**src/tfr_cfg.svh**
```systemverilog
// Command codes, field positions, reset values and timing counts of the temperature fault block.
`ifndef TFR_CFG_SVH
`define TFR_CFG_SVH

// ----------------------------------------------------------------------------
// Command codes
// ----------------------------------------------------------------------------
`define TFR_CMD_CLEAR_FAULTS 8'h03
`define TFR_CMD_EXT_OT_RESP 8'h50
`define TFR_CMD_EXT_UT_RESP 8'h54
`define TFR_CMD_INT_OT_RESP 8'hd6

// ----------------------------------------------------------------------------
// Response byte fields and reset values
// ----------------------------------------------------------------------------
`define TFR_RESP_HI 7
`define TFR_RESP_LO 6
`define TFR_RETRY_HI 5
`define TFR_RETRY_LO 3
`define TFR_RESP_CONTINUE 2'h0
`define TFR_RESP_SHUTDOWN 2'h2
`define TFR_RESP_WHILE_PRESENT 2'h3
`define TFR_RETRY_NONE 3'h0
`define TFR_RETRY_FOREVER 3'h7
`define TFR_EXT_RESP_RESET 8'hb8
`define TFR_INT_RESP_RESET 8'hc0

// ----------------------------------------------------------------------------
// Timing
// ----------------------------------------------------------------------------
`define TFR_CLOCK_HZ 40000000
`define TFR_ADC_PERIOD_MS 120
`define TFR_ADC_PERIOD_CYCLES ((`TFR_CLOCK_HZ / 1000) * `TFR_ADC_PERIOD_MS)

`endif

```
**src/tfr_pkg.sv**
```systemverilog
// Types shared by the temperature fault response block.
`default_nettype none

package tfr_pkg;

  typedef struct packed {
    logic valid;
    logic write;
    logic page;
    logic [7:0] code;
    logic [7:0] data;
  } tfr_cmd_t;

  typedef struct packed {
    logic vendor_summary_bit;
    logic int_ot;
    logic temperature;
    logic ext_ot;
    logic ext_ut;
  } tfr_status_t;

  typedef struct packed {
    logic int_ot;
    logic ext_ot;
    logic ext_ut;
  } tfr_mask_t;

  typedef enum logic [1:0] {
    TFR_RUNNING,
    TFR_LATCHED,
    TFR_RETRY_WAIT
  } tfr_ext_state_t;

endpackage : tfr_pkg

`default_nettype wire

```
**src/tfr_fault_response.sv**
```systemverilog
// Temperature fault response logic for two paged output channels.
`include "tfr_cfg.svh"
`default_nettype none

module tfr_fault_response #(
  parameter int unsigned ADC_PERIOD_CYCLES = `TFR_ADC_PERIOD_CYCLES
) (
  input wire logic i_clock,
  input wire logic i_nrst,
  input wire logic i_ce,
  input wire tfr_pkg::tfr_cmd_t i_cmd,
  input wire logic i_int_ot_fault,
  input wire logic [1:0] i_ext_ot_fault,
  input wire logic [1:0] i_ext_ut_fault,
  input wire logic [1:0] i_channel_run_pin,
  input wire tfr_pkg::tfr_mask_t i_alert_mask,
  input wire logic [15:0] i_retry_interval_setting,
  output logic [7:0] o_rd_data,
  output logic o_rd_valid,
  output logic o_comm_mem_logic_fault,
  output logic o_alert_n,
  output logic [1:0] o_output_en,
  output tfr_pkg::tfr_status_t [1:0] o_status
);

  // --------------------------------------------------------------------------
  // Setting validation
  // --------------------------------------------------------------------------
  function automatic logic int_resp_ok(input logic [7:0] v);
    int_resp_ok = (v[`TFR_RESP_HI:`TFR_RESP_LO] == `TFR_RESP_SHUTDOWN ||
                   v[`TFR_RESP_HI:`TFR_RESP_LO] == `TFR_RESP_WHILE_PRESENT) &&
                  (v[`TFR_RETRY_HI:`TFR_RETRY_LO] == `TFR_RETRY_NONE);
  endfunction : int_resp_ok

  function automatic logic ext_resp_ok(input logic [7:0] v);
    ext_resp_ok = v[`TFR_RESP_HI:`TFR_RESP_LO] == `TFR_RESP_CONTINUE ||
                  v[`TFR_RESP_HI:`TFR_RESP_LO] == `TFR_RESP_SHUTDOWN;
  endfunction : ext_resp_ok

  // --------------------------------------------------------------------------
  // Command decode
  // --------------------------------------------------------------------------
  logic wr;
  logic rd;
  logic clear_cmd;
  logic wr_int;
  logic wr_ext_ot;
  logic wr_ext_ut;
  logic bad_write;
  logic [7:0] int_resp_q;
  logic [7:0] ext_ot_resp_q [2];
  logic [7:0] ext_ut_resp_q [2];

  assign wr = i_cmd.valid && i_cmd.write;
  assign rd = i_cmd.valid && !i_cmd.write;
  assign clear_cmd = wr && i_cmd.code == `TFR_CMD_CLEAR_FAULTS;
  assign wr_int = wr && i_cmd.code == `TFR_CMD_INT_OT_RESP;
  assign wr_ext_ot = wr && i_cmd.code == `TFR_CMD_EXT_OT_RESP;
  assign wr_ext_ut = wr && i_cmd.code == `TFR_CMD_EXT_UT_RESP;
  // Unknown write codes are also refused, so software sees a wrong command at once.
  assign bad_write = (wr_int && !int_resp_ok(i_cmd.data)) ||
                     ((wr_ext_ot || wr_ext_ut) && !ext_resp_ok(i_cmd.data)) ||
                     (wr && !clear_cmd && !wr_int && !wr_ext_ot && !wr_ext_ut);

  always_ff @(posedge i_clock or negedge i_nrst) begin
    if (!i_nrst) begin
      int_resp_q <= `TFR_INT_RESP_RESET;
    end else if (i_ce && wr_int && int_resp_ok(i_cmd.data)) begin
      int_resp_q <= i_cmd.data;
    end
  end

  always_ff @(posedge i_clock or negedge i_nrst) begin
    if (!i_nrst) begin
      o_comm_mem_logic_fault <= 1'b0;
    end else if (i_ce) begin
      if (bad_write) begin
        o_comm_mem_logic_fault <= 1'b1;
      end else if (clear_cmd) begin
        o_comm_mem_logic_fault <= 1'b0;
      end
    end
  end

  always_ff @(posedge i_clock or negedge i_nrst) begin
    if (!i_nrst) begin
      o_rd_data <= 8'h00;
      o_rd_valid <= 1'b0;
    end else if (i_ce) begin
      o_rd_valid <= rd;
      case (i_cmd.code)
        `TFR_CMD_INT_OT_RESP: o_rd_data <= int_resp_q;
        `TFR_CMD_EXT_OT_RESP: o_rd_data <= ext_ot_resp_q[i_cmd.page];
        `TFR_CMD_EXT_UT_RESP: o_rd_data <= ext_ut_resp_q[i_cmd.page];
        default: o_rd_data <= 8'h00;
      endcase
    end
  end

  // --------------------------------------------------------------------------
  // Conversion tick for the external sensors
  // --------------------------------------------------------------------------
  // External faults are only seen on the conversion tick, which both channels share.
  logic [31:0] adc_cnt_q;
  logic adc_tick;
  assign adc_tick = adc_cnt_q == 32'(ADC_PERIOD_CYCLES - 1);

  always_ff @(posedge i_clock or negedge i_nrst) begin
    if (!i_nrst) begin
      adc_cnt_q <= 32'h0;
    end else if (i_ce) begin
      adc_cnt_q <= adc_tick ? 32'h0 : adc_cnt_q + 32'h1;
    end
  end

  // --------------------------------------------------------------------------
  // Per-channel response
  // --------------------------------------------------------------------------
  // Delay bits 2:0 of the internal setting are never decoded.
  logic [1:0] int_resp;
  logic [1:0] chan_alert;
  assign int_resp = int_resp_q[`TFR_RESP_HI:`TFR_RESP_LO];

  for (genvar ch = 0; ch < 2; ch++) begin : g_chan
    logic run_q;
    logic run_on;
    logic run_rise;
    logic clear;
    logic ot_seen;
    logic ut_seen;
    logic ext_hit;
    logic [7:0] ext_sel;
    logic int_latch_q;
    logic [15:0] retry_cnt_q;
    tfr_pkg::tfr_ext_state_t ext_state_q;
    tfr_pkg::tfr_status_t st_q;

    assign run_on = i_channel_run_pin[ch];
    assign run_rise = run_on && !run_q;
    assign clear = clear_cmd || run_rise;
    assign ot_seen = adc_tick && i_ext_ot_fault[ch];
    assign ut_seen = adc_tick && i_ext_ut_fault[ch];
    // An overtemperature takes precedence when both fire in one conversion.
    assign ext_sel = ot_seen ? ext_ot_resp_q[ch] : ext_ut_resp_q[ch];
    assign ext_hit = (ot_seen || ut_seen) &&
                     ext_sel[`TFR_RESP_HI:`TFR_RESP_LO] == `TFR_RESP_SHUTDOWN;

    always_ff @(posedge i_clock or negedge i_nrst) begin
      if (!i_nrst) begin
        run_q <= 1'b0;
      end else if (i_ce) begin
        run_q <= run_on;
      end
    end

    always_ff @(posedge i_clock or negedge i_nrst) begin
      if (!i_nrst) begin
        ext_ot_resp_q[ch] <= `TFR_EXT_RESP_RESET;
        ext_ut_resp_q[ch] <= `TFR_EXT_RESP_RESET;
      end else if (i_ce && i_cmd.page == 1'(ch) && ext_resp_ok(i_cmd.data)) begin
        if (wr_ext_ot) begin
          ext_ot_resp_q[ch] <= i_cmd.data;
        end
        if (wr_ext_ut) begin
          ext_ut_resp_q[ch] <= i_cmd.data;
        end
      end
    end

    // Set wins over clear so a fault in the clearing cycle is kept.
    always_ff @(posedge i_clock or negedge i_nrst) begin
      if (!i_nrst) begin
        st_q <= '0;
      end else if (i_ce) begin
        st_q.vendor_summary_bit <= i_int_ot_fault || (st_q.vendor_summary_bit && !clear);
        st_q.int_ot <= i_int_ot_fault || (st_q.int_ot && !clear);
        st_q.temperature <= ot_seen || ut_seen || (st_q.temperature && !clear);
        st_q.ext_ot <= ot_seen || (st_q.ext_ot && !clear);
        st_q.ext_ut <= ut_seen || (st_q.ext_ut && !clear);
      end
    end

    always_ff @(posedge i_clock or negedge i_nrst) begin
      if (!i_nrst) begin
        int_latch_q <= 1'b0;
      end else if (i_ce) begin
        if (i_int_ot_fault && int_resp == `TFR_RESP_SHUTDOWN) begin
          int_latch_q <= 1'b1;
        end else if (clear) begin
          int_latch_q <= 1'b0;
        end
      end
    end

    always_ff @(posedge i_clock or negedge i_nrst) begin
      if (!i_nrst) begin
        ext_state_q <= tfr_pkg::TFR_RUNNING;
        retry_cnt_q <= 16'h0;
      end else if (i_ce) begin
        case (ext_state_q)
          tfr_pkg::TFR_RUNNING: begin
            if (ext_hit) begin
              retry_cnt_q <= 16'h0;
              if (ext_sel[`TFR_RETRY_HI:`TFR_RETRY_LO] == `TFR_RETRY_FOREVER) begin
                ext_state_q <= tfr_pkg::TFR_RETRY_WAIT;
              end else begin
                ext_state_q <= tfr_pkg::TFR_LATCHED;
              end
            end
          end
          tfr_pkg::TFR_LATCHED: begin
            if (!run_on) begin
              ext_state_q <= tfr_pkg::TFR_RUNNING;
            end
          end
          tfr_pkg::TFR_RETRY_WAIT: begin
            if (!run_on || retry_cnt_q >= i_retry_interval_setting) begin
              ext_state_q <= tfr_pkg::TFR_RUNNING;
            end else begin
              retry_cnt_q <= retry_cnt_q + 16'h1;
            end
          end
          default: ext_state_q <= tfr_pkg::TFR_RUNNING;
        endcase
      end
    end

    always_ff @(posedge i_clock or negedge i_nrst) begin
      if (!i_nrst) begin
        o_output_en[ch] <= 1'b0;
      end else if (i_ce) begin
        o_output_en[ch] <= run_on && !int_latch_q && !ext_hit &&
                           !(i_int_ot_fault && int_resp != 2'h0) &&
                           ext_state_q == tfr_pkg::TFR_RUNNING;
      end
    end

    assign chan_alert[ch] = (st_q.int_ot && !i_alert_mask.int_ot) ||
                            (st_q.ext_ot && !i_alert_mask.ext_ot) ||
                            (st_q.ext_ut && !i_alert_mask.ext_ut);
    assign o_status[ch] = st_q;
  end

  always_ff @(posedge i_clock or negedge i_nrst) begin
    if (!i_nrst) begin
      o_alert_n <= 1'b1;
    end else if (i_ce) begin
      o_alert_n <= !(|chan_alert);
    end
  end

endmodule : tfr_fault_response

`default_nettype wire

```
**config.mk**
```make
export PLATFORM = sky130hd
export DESIGN_NAME = tfr_fault_response
export DESIGN_NICKNAME = d
export VERILOG_FILES = /design/src/tfr_pkg.sv /design/src/tfr_fault_response.sv
export VERILOG_INCLUDE_DIRS = /design/src /design/src/src
export SDC_FILE = /design/constraint.sdc
export NUM_CORES = 1
export LEC_CHECK = 0
export ABC_AREA = 1
export BUFFER_PORTS_ARGS = -buffer_cell sky130_fd_sc_hd__buf_2
export CAP_MARGIN = 10
export CELL_PAD_IN_SITES_DETAIL_PLACEMENT = 0
export CELL_PAD_IN_SITES_GLOBAL_PLACEMENT = 1
export CORE_MARGIN = 3
export CORE_UTILIZATION = 45
export CTS_BUF_LIST = sky130_fd_sc_hd__clkbuf_16
export CTS_CLUSTER_SIZE = 14
export DETAILED_ROUTE_END_ITERATION = 10
export GPL_ROUTABILITY_DRIVEN = 0
export PLACE_DENSITY_LB_ADDON = 0.12
export SETUP_SLACK_MARGIN = 0.05
export SYNTH_ARGS = -nofsm -noshare
export SYNTH_HDL_FRONTEND = slang
export SYNTH_SLANG_ARGS = --single-unit
```
**constraint.sdc**
```tcl
create_clock -name i_clock -period 4 [get_ports i_clock]
set_input_delay 0.4 -clock i_clock [delete_from_list [all_inputs] [get_ports i_clock]]
set_output_delay 0.4 -clock i_clock [all_outputs]
set_load 0.005 [all_outputs]
```
**Word level (Yosys, flattened, before mapping)**

Cells that the tools add are included.
W data, S select, Z words.

- Input bits: 48
- Word-level logic and storage cells: 216
- Register bits after elaboration: 135
- Output and inout bits: 23

- Equal/unequal tests: 24
- Reductions and logical operators: 122
- Bitwise operators: 2
- Multiplexer cells: 32
- Add/sub/neg operators: 3
- Magnitude comparators: 3

Operator list:

| kind | count |
|---|---|
| $mux W16 | 4 |
| $mux W8 | 8 |
| $pmux W16 S2 | 2 |
| $logic_and A1 B1 Y1 | 53 |
| $add A16 B1 Y16 const B | 2 |
| $add A32 B1 Y32 const B | 1 |
| $eq A32 B23 Y1 const B | 1 |
| $ge A16 B16 Y1 | 2 |
| $mux W32 | 1 |
| $logic_or A1 B1 Y1 | 25 |
| $pmux W8 S3 | 1 |
| $logic_not A1 Y1 | 22 |
| $eq A8 B7 Y1 const B | 2 |
| $mux W2 | 8 |
| $ne A2 B2 Y1 const B | 8 |
| $reduce_and A4 Y1 | 4 |
| $eq A2 B2 Y1 const B | 7 |
| $reduce_and A2 Y1 | 7 |
| $pmux W2 S3 | 2 |
| $reduce_bool A2 Y1 | 6 |
| $eq A8 B2 Y1 const B | 1 |
| $eq A8 B8 Y1 const B | 1 |
| $eq A3 B3 Y1 const B | 2 |
| $logic_not A2 Y1 | 3 |
| other kinds (7) | 13 |

**Longest topological paths before layout**

Gate-level depths: netlist (run 1).

- Depth in word-level cells: 10
- Mapped depth: 16
- Mapped depth without buffers: 16

**Least setup slack after synthesis (run 1)**

No wires, ideal clock.

- Path kind: in2reg
- Start: input i_retry_interval_setting[13]
- End: register g_chan[0].retry_cnt_q[6]
- Arrival time: 1.907 ns
- Stages: 13
- Setup time: 0.117 ns
- Slack: 1.976 ns
- Cells stage by stage: inv_1 -> ha_1 -> nand2_1 -> inv_1 -> o21ai_0 -> nand4_1 -> nor2_1 -> nand2_1 -> a21oi_2 -> nand2_2 -> buf_2 -> nand2_1 -> nand2_1

- Cells in the longest elaborated chain, start to end: 4

Ends and longest elaborated chain:

| item | RTL line | source |
|---|---|---|
| start, declared | tfr_fault_response.sv:17 | `input wire logic [15:0] i_retry_interval_setting,` |
| $ge A16 B16 Y1 | tfr_fault_response.sv:217 | `if (!run_on \|\| retry_cnt_q >= i_retry_interval_setting) begin` |
| $logic_or A1 B1 Y1 | tfr_fault_response.sv:217 |  |
| $ne A2 B2 Y1 (no source line) | -- |  |
| $reduce_and A4 Y1 (no source line) | -- |  |
| end signal, assigned | tfr_fault_response.sv:220 | `retry_cnt_q <= retry_cnt_q + 16'h1;` |
| end, declared | tfr_fault_response.sv:134 | `logic [15:0] retry_cnt_q;` |

No other way between the ends.
A chain may end at the register's enable or synchronous reset.

**Worst setup path in the final report (run 1)**

- Start: register adc_cnt_q[14]
- End: register g_chan[0].retry_cnt_q[7]

- Cells in the longest elaborated chain, start to end: 7

Ends and longest elaborated chain:

| item | RTL line | source |
|---|---|---|
| start, declared | tfr_fault_response.sv:104 | `logic [31:0] adc_cnt_q;` |
| start signal, assigned | tfr_fault_response.sv:112 | `adc_cnt_q <= adc_tick ? 32'h0 : adc_cnt_q + 32'h1;` |
| $eq A32 B23 Y1 (*) | tfr_fault_response.sv:106 | `assign adc_tick = adc_cnt_q == 32'(ADC_PERIOD_CYCLES - 1);` |
| $logic_and A1 B1 Y1 | tfr_fault_response.sv:141 | `assign ot_seen = adc_tick && i_ext_ot_fault[ch];` |
| $mux W8 | tfr_fault_response.sv:144 | `assign ext_sel = ot_seen ? ext_ot_resp_q[ch] : ext_ut_resp_q[ch];` |
| $eq A2 B2 Y1 (no source line) | -- |  |
| $logic_and A1 B1 Y1 (no source line) (*) | -- |  |
| $ne A2 B2 Y1 (no source line) (*) | -- |  |
| $reduce_and A4 Y1 (no source line) (*) | -- |  |

Every way passes the cells marked *; elsewhere a longest branch is shown, timed or not.

==> flow_metrics.env, run 1 <==
export IMPL_startpoint_type="flop"
export IMPL_ys_ff_latch=135
export IMPL_critPathKind="flop to flop"
export IMPL_grt_first_pass_wirelength_mm=35.6
export IMPL_pwr_share_clk_pct=46.0
export IMPL_antenna_cells=0
export IMPL_final_setup_tns_ns=0
export IMPL_fin_area_mm2=0.00926
export IMPL_netSwitchingFraction_pct=28.9
export IMPL_final_seq_area_mm2=0.00340
export IMPL_antenna_found_initial=0
export IMPL_grt_pass1_vias=6940
export IMPL_dp_hpwl_mm=15.5
export IMPL_crit_buf_inv=1
export IMPL_cp_top_family="simple AND/OR/NAND/NOR gates"
export IMPL_dp_slack_ns=1.66
export IMPL_cts_tree="yes"
export IMPL_worstSkewPairLatency_ns=0.43
export IMPL_path_cells="nor2_1 -> nand4_1 -> nor2_2 -> nand3_1 -> nor2_1 -> nor2_1 -> nor2_2 -> buf_4 -> nand2_2 -> nand2_1 -> nand2_1"
export IMPL_fill_cells=1750
export IMPL_drtAntennaViolNets=0
export IMPL_ctsLongestPathBuffers=2
export IMPL_yosys_area_top_type="dfrtp_1"
export IMPL_postCtsSetupBuffers=0
export IMPL_die_x_um=140
export IMPL_period_minus_slack_ns=2.28
export IMPL_ys_top_cells_by_area="dfrtp_1, nand2_1, inv_1"
export IMPL_postPlaceCellArea_mm2=0.00865
export IMPL_wl_mm=20.9
export IMPL_cts_root_buf="clkbuf_16"
export IMPL_fp_coreArea_mm2=0.0174
export IMPL_cts_resized=0
export IMPL_syn_area_per_cell_um2=7.41
export IMPL_slowest_stage="dfrtp_1"
export IMPL_rsz0062_at_grt="false"
export IMPL_wire_per_inst_um=14.9
export IMPL_grt_max_degree=78
export IMPL_rrSetupSlack_ns=1.72
export IMPL_path_depth=11
export IMPL_finClkSkew_ns=0.00906
export IMPL_cp_end_kind="flop"
export IMPL_pwr_share_comb_pct=12.9
export IMPL_synth_edff_count=0
export IMPL_synth_compound_area_share_pct=8.89
export IMPL_slowest_delay_ns=0.45
export IMPL_cts_sinks=135
export IMPL_hp_class="input port to async pin"
export IMPL_die_h_um=140
export IMPL_die_area_mm2=0.0196
export IMPL_slew_violations=0
export IMPL_yosysWarnings=0
export IMPL_io_buffer_count=70
export IMPL_synth_flop_cell="dfrtp_1"
export IMPL_cp_common_cell="nor2_1"
export IMPL_r2r_cells=11
export IMPL_r2r_start="adc_cnt_q[14]$_DFFE_PN0P_"
export IMPL_firstDrtPassIters=6
export IMPL_p_leak_nw=4.68
export IMPL_multi_input_area_mm2=0.00399
export IMPL_drt_iter0_drc=565
export IMPL_fmaxAchievable_mhz=439
export IMPL_synth_top_area_share_pct=35.9
export IMPL_drcViolationCount=0
export IMPL_yosysSeqAreaShare_pct=42.1
export IMPL_path_max_fanout=20
export IMPL_p_seq_share_pct=41.1
export IMPL_slew_headroom_pct=21.5
export IMPL_power_density_mw_per_mm2=390
export IMPL_ctsHoldBuffers=0
export IMPL_irDropWorstVdd_v=0.000311
export IMPL_core_rowCount=48
export IMPL_clk_pin_slew_ns=0.06
export IMPL_drive_gt1_share_pct=12.7
export IMPL_ys_types=45
export IMPL_worst_pin_slew_ns=1.17
export IMPL_nets=1247
export IMPL_cp_data_arrival_time_ns=2.59
export IMPL_setup_slack_ns=1.72
export IMPL_internal_power_mw=2.57
export IMPL_synth_top_family_by_area="simple AND/OR/NAND/NOR gates"
export IMPL_critPathRequiredTime_ns=4.31
export IMPL_startpoint="adc_cnt_q[14]$_DFFE_PN0P_"
export IMPL_fin_crit_sh_pct=56.9
export IMPL_status="complete, no violations"
export IMPL_async_reset_ff_share_pct=100
export IMPL_synth_nets=1174
export IMPL_r2r_end="g_chan[0].retry_cnt_q[7]$_DFFE_PN0P_"
export IMPL_grt_overflow=0
export IMPL_htreeDepth=4
export IMPL_area_growth_pct=14.6
export IMPL_p_sw_mw=1.05
export IMPL_synthSimpleGateAreaFrac_pct=31.3
export IMPL_syn_cell_area_mm2=0.00808
export IMPL_setup_viol=0
export IMPL_synthMuxAreaShare_pct=0.495
export IMPL_gr_usage_all_layers_pct=22.3
export IMPL_synth_fa_ha_area_share_pct=5.42
export IMPL_synthCells=1091
export IMPL_boundaryPins=71
export IMPL_cts_inserted_buffers=17
export IMPL_cp_endpoint="g_chan[0].retry_cnt_q[7]$_DFFE_PN0P_"
export IMPL_drv_cap=0
export IMPL_vias_per_cell=5.15
export IMPL_num_vias=7216
export IMPL_synth_xor_xnor_area_share_pct=3.36
export IMPL_initial_core_util_pct=46.4
export IMPL_hold_viol=0
## metrics by stage
step           hold slack, ns  total power [mW]  instances  util [%]
6_report              0.00916              3.62       1402      53.2
5_1_grt                0.0695              3.80       1402      53.2
4_1_cts                0.0416              3.66       1402      53.2
3_5_place_dp            0.454              1.98       1370      49.6
3_3_place_gp            0.449              1.98       1370      49.6
2_1_floorplan           0.104              1.81       1091         -
## registers in the layout, indices dropped and copies added, names as in the netlist, 2 cells and up
signal and flops:
adc_cnt_q 32, ext_ot_resp_q 16, ext_ut_resp_q 16, g_chan.ext_state_q 4, g_chan.int_latch_q 2, g_chan.retry_cnt_q 32
g_chan.run_q 2, int_resp_q 8, o_output_en 2, o_rd_data 8, o_status 10
## synth_stat cells, drive strengths merged, types with 2 or more instances
cell / number
o22ai: 3
ha: 35
xor2: 25
nand2: 295
nand3: 89
o211ai: 6
buf: 9
mux2i: 4
and3: 3
o21a: 5
inv: 148
o21bai: 4
o21ai: 69
nor3b: 4
nand4: 28
a21oi: 34
o221ai: 3
or2: 6
dfrtp: 116
xnor2: 6
nor3: 26
a31oi: 2
clkbuf: 14
dfstp: 19
nor2: 122
nor4: 9
## power groups by stage
stage          Combinational, mW  Sequential (mW)  Clock (mW)
2_1_floorplan              0.315             1.50           0
3_3_place_gp               0.470             1.51           0
3_5_place_dp               0.472             1.51           0
4_1_cts                    0.473             1.48        1.70
5_1_grt                    0.534             1.50        1.77
6_report                   0.468             1.49        1.66
## area by class of cell
type,instances,share of cell area [%]
Timing Repair Buffer,77,4.42
Inverter,149,6.04
Clock buffer,17,4.59
Tap cell,225,3.04
Sequential cell,135,36.7
Clock inverter,15,2.08
Multi-Input combinational cell,784,43.1
## how the worst min path moves through the flow
stage | to | cells after the start | slack, ns
2_1_floorplan | adc_cnt_q[0]$_DFFE_PN0P_ | 0 | 0.10
3_3_place_gp | g_chan[1].run_q$_DFFE_PN0P_ | 2 | 0.45
3_5_place_dp | g_chan[0].run_q$_DFFE_PN0P_ | 2 | 0.45
4_1_cts | g_chan[1].retry_cnt_q[8]$_DFFE_PN0P_ | 1 | 0.04
5_1_grt | g_chan[1].retry_cnt_q[8]$_DFFE_PN0P_ | 1 | 0.07
6_report | g_chan[1].retry_cnt_q[7]$_DFFE_PN0P_ | 1 | 0.009
## kinds of logic after synthesis
group	count (synthesis)
AND/OR/NAND/NOR	585
buffers and inverters	172
flip-flops	135
AO/OA/AOI/OAI	129
adder cells (fa/ha/maj)	35
XOR/XNOR	31
multiplexers	4
## cells in the final DEF, fill, tap and decap left out, types with 4 or more instances in the layout
cell / n
o21bai_1: 4
inv_6: 4
nand2_2: 4
xnor2_1: 6
nor3_1: 25
xor2_1: 25
nor3b_1: 4
o211ai_1: 6
buf_2: 69
clkbuf_16: 17
nor2_1: 116
or2_2: 5
a21oi_1: 32
nand2_1: 291
dfstp_2: 19
o21ai_0: 69
nand3_1: 88
dfrtp_1: 116
inv_1: 147
nor2_2: 4
o21a_1: 5
ha_1: 35
nand4_1: 28
mux2i_1: 4
nor4_1: 9
buf_4: 7
## worst reg2reg max path, stage by stage (launching register included)
cell and delay (ns):
dfrtp_1 0.45, nor2_1 0.20, nand4_1 0.18, nor2_2 0.21, nand3_1 0.15, nor2_1 0.11
nor2_1 0.06, nor2_2 0.07, buf_4 0.26, nand2_2 0.28, nand2_1 0.12, nand2_1 0.06
## routing by layer
metal	vias to the layer above	track usage, %	part of all wire, %
li1	3684	-	-
met1	3341	31.9	48
met3	24	3.76	4.5
met2	167	35.7	46
met5	-	0	0
met4	0	5.41	1.1
No activity file was read; power rests on OpenSTA's default activity.
==> run 2, diff against run 1 <==
--- a/config.mk
+++ b/config.mk
@@ -12,7 +12,7 @@
 export CELL_PAD_IN_SITES_DETAIL_PLACEMENT = 0
 export CELL_PAD_IN_SITES_GLOBAL_PLACEMENT = 1
 export CORE_MARGIN = 3
-export CORE_UTILIZATION = 45
+export CORE_UTILIZATION = 44
 export CTS_BUF_LIST = sky130_fd_sc_hd__clkbuf_16
 export CTS_CLUSTER_SIZE = 14
 export DETAILED_ROUTE_END_ITERATION = 10
==> constraint.sdc (replaced) <==
create_clock -name i_clock -period 2.21 [get_ports i_clock]
set_input_delay 0.221 -clock i_clock [delete_from_list [all_inputs] [get_ports i_clock]]
set_output_delay 0.221 -clock i_clock [all_outputs]
set_load 0.005 [all_outputs]
==> run 2 against run 1 <==
Net effect: non-clock buffer count up 33; total power rose by 77%; global-route usage fell by 0.44 points; first-iteration DRC count fell by 16%; critical path depth stayed put; combinational power up 99%; highest routed layer unchanged.
==> flow_metrics.env, run 2 (synthesis results as in run 1) <==
export IMPL_worstSkewPairLatency_ns=0.43
export IMPL_die_x_um=142
export IMPL_fmaxAchievable_mhz=507
export IMPL_cp_end_kind="flop"
export IMPL_cp_common_cell="nand2_1"
export IMPL_cts_root_buf="clkbuf_16"
export IMPL_drcViolationCount=0
export IMPL_cts_sinks=135
export IMPL_r2r_start="g_chan[0].retry_cnt_q[13]$_DFFE_PN0P_"
export IMPL_path_max_fanout=16
export IMPL_antenna_found_initial=0
export IMPL_grt_first_pass_wirelength_mm=35.4
export IMPL_p_leak_nw=4.86
export IMPL_cts_tree="yes"
export IMPL_grt_pass1_vias=6945
export IMPL_slowest_delay_ns=0.44
export IMPL_fin_area_mm2=0.00955
export IMPL_wire_per_inst_um=14.8
export IMPL_drtAntennaViolNets=0
export IMPL_status="complete, no violations"
export IMPL_dp_slack_ns=0.158
export IMPL_cp_top_family="simple AND/OR/NAND/NOR gates"
export IMPL_min_from="i_cmd[18]"
export IMPL_reg_largest_list="adc_cnt_q x32, g_chan.retry_cnt_q x32"
export IMPL_startpoint_type="flop"
export IMPL_ctsLongestPathBuffers=2
export IMPL_htreeDepth=4
export IMPL_die_area_mm2=0.0200
export IMPL_num_vias=7201
export IMPL_critPathKind="flop to flop"
export IMPL_antenna_cells=0
export IMPL_layout_common_cells="nand2_1, inv_1, nor2_1, dfrtp_1, nand3_1"
export IMPL_fp_coreArea_mm2=0.0177
export IMPL_final_setup_tns_ns=0
export IMPL_crit_buf_inv=2
export IMPL_io_buffer_count=70
export IMPL_period_minus_slack_ns=1.97
export IMPL_initial_core_util_pct=45.8
export IMPL_postPlaceCellArea_mm2=0.00891
export IMPL_hold_viol=0
export IMPL_drv_cap=0
export IMPL_vias_per_cell=5.02
export IMPL_r2r_cells=11
export IMPL_die_h_um=142
export IMPL_wl_mm=21.2
export IMPL_r2r_end="g_chan[0].retry_cnt_q[15]$_DFFE_PN0P_"
export IMPL_whs_ns=0.0284
export IMPL_rsz0062_at_grt="false"
export IMPL_setup_slack_ns=0.237
export IMPL_startpoint="g_chan[0].retry_cnt_q[13]$_DFFE_PN0P_"
export IMPL_cp_data_arrival_time_ns=2.34
export IMPL_critPathRequiredTime_ns=2.57
export IMPL_drive_gt1_share_pct=15.0
export IMPL_grt_max_degree=50
export IMPL_postCtsSetupBuffers=0
export IMPL_power_density_mw_per_mm2=670
export IMPL_core_rowCount=48
export IMPL_irDropWorstVdd_v=0.000532
export IMPL_slew_violations=0
export IMPL_worst_pin_slew_ns=0.914
export IMPL_clk_pin_slew_ns=0.06
export IMPL_whs_path_depth=2
export IMPL_hp_class="input port to flop"
export IMPL_boundaryPins=71
export IMPL_firstDrtPassIters=5
export IMPL_path_depth=11
export IMPL_slew_headroom_pct=38.4
export IMPL_cp_endpoint="g_chan[0].retry_cnt_q[15]$_DFFE_PN0P_"
export IMPL_setup_viol=0
export IMPL_drt_iter0_drc=472
export IMPL_dp_hpwl_mm=16.2
export IMPL_gr_usage_all_layers_pct=21.9
export IMPL_grt_overflow=0
export IMPL_nets=1280
export IMPL_slowest_stage="dfrtp_1"
export IMPL_finClkSkew_ns=0.0151
export IMPL_fin_crit_sh_pct=89.3
export IMPL_path_cells="ha_1 -> nand2_1 -> inv_1 -> o21ai_0 -> nand4_1 -> nor2_1 -> nand2_1 -> a21oi_4 -> buf_6 -> nand3_1 -> nand2_1"
export IMPL_rrSetupSlack_ns=0.24
export IMPL_cts_inserted_buffers=17
export IMPL_p_total_mw=6.39
export IMPL_layout_commonest_cell="nand2_1"
export IMPL_area_growth_pct=18.1
==> run 2: worst min path at each step <==
stage / endpoint
floorplan: adc_cnt_q[0]$_DFFE_PN0P_
global placement: g_chan[1].retry_cnt_q[7]$_DFFE_PN0P_
detailed placement: g_chan[1].retry_cnt_q[7]$_DFFE_PN0P_
CTS: o_rd_valid$_DFFE_PN0P_
global route: o_rd_valid$_DFFE_PN0P_
finish: o_rd_valid$_DFFE_PN0P_
==> run 2: report_power, final <==
group / internal (mW) / leakage, nW / switching, mW
registers: 2.58 / 1.73 / 0.102
clock network: 1.50 / 0.283 / 1.27
logic: 0.312 / 2.85 / 0.618
==> run 2: per-layer routing <==
layer / routed length (um) / up-vias / track usage (%)
li1: - / 3750 / -
met1: 10400 / 3324 / 30.5
met2: 9820 / 110 / 35.6
met3: 707 / 17 / 3.71
met4: 308 / 0 / 5.76
met5: 0 / - / 0
==> run 2: timing repair <==
action                                  4_1_cts  5_1_grt
endpoints found under the setup margin        0       32
endpoints found under the hold margin        33        0
resized for setup                             0        9
hold buffers                                  1        0
==> run 2: cell type report <==
type                    instances  area (um^2)
clock buffers                  17          425
flip-flops and latches        135         3400
clock inverters                15          158
multi-input cells             784         4020
well taps                     225          282
repair buffers                110          699
fillers                      1743         8110
inverters                     149          559
==> run 2: stage by stage <==
| step | std cells | util, % |
|---|---|---|
| 3_3_place_gp | 1402 | 50.5 |
| 3_5_place_dp | 1402 | 50.5 |
| 5_1_grt | 1435 | 54.1 |
| 4_1_cts | 1435 | 53.8 |
| 6_report | 1435 | 54.1 |
| 2_1_floorplan | 1091 | - |
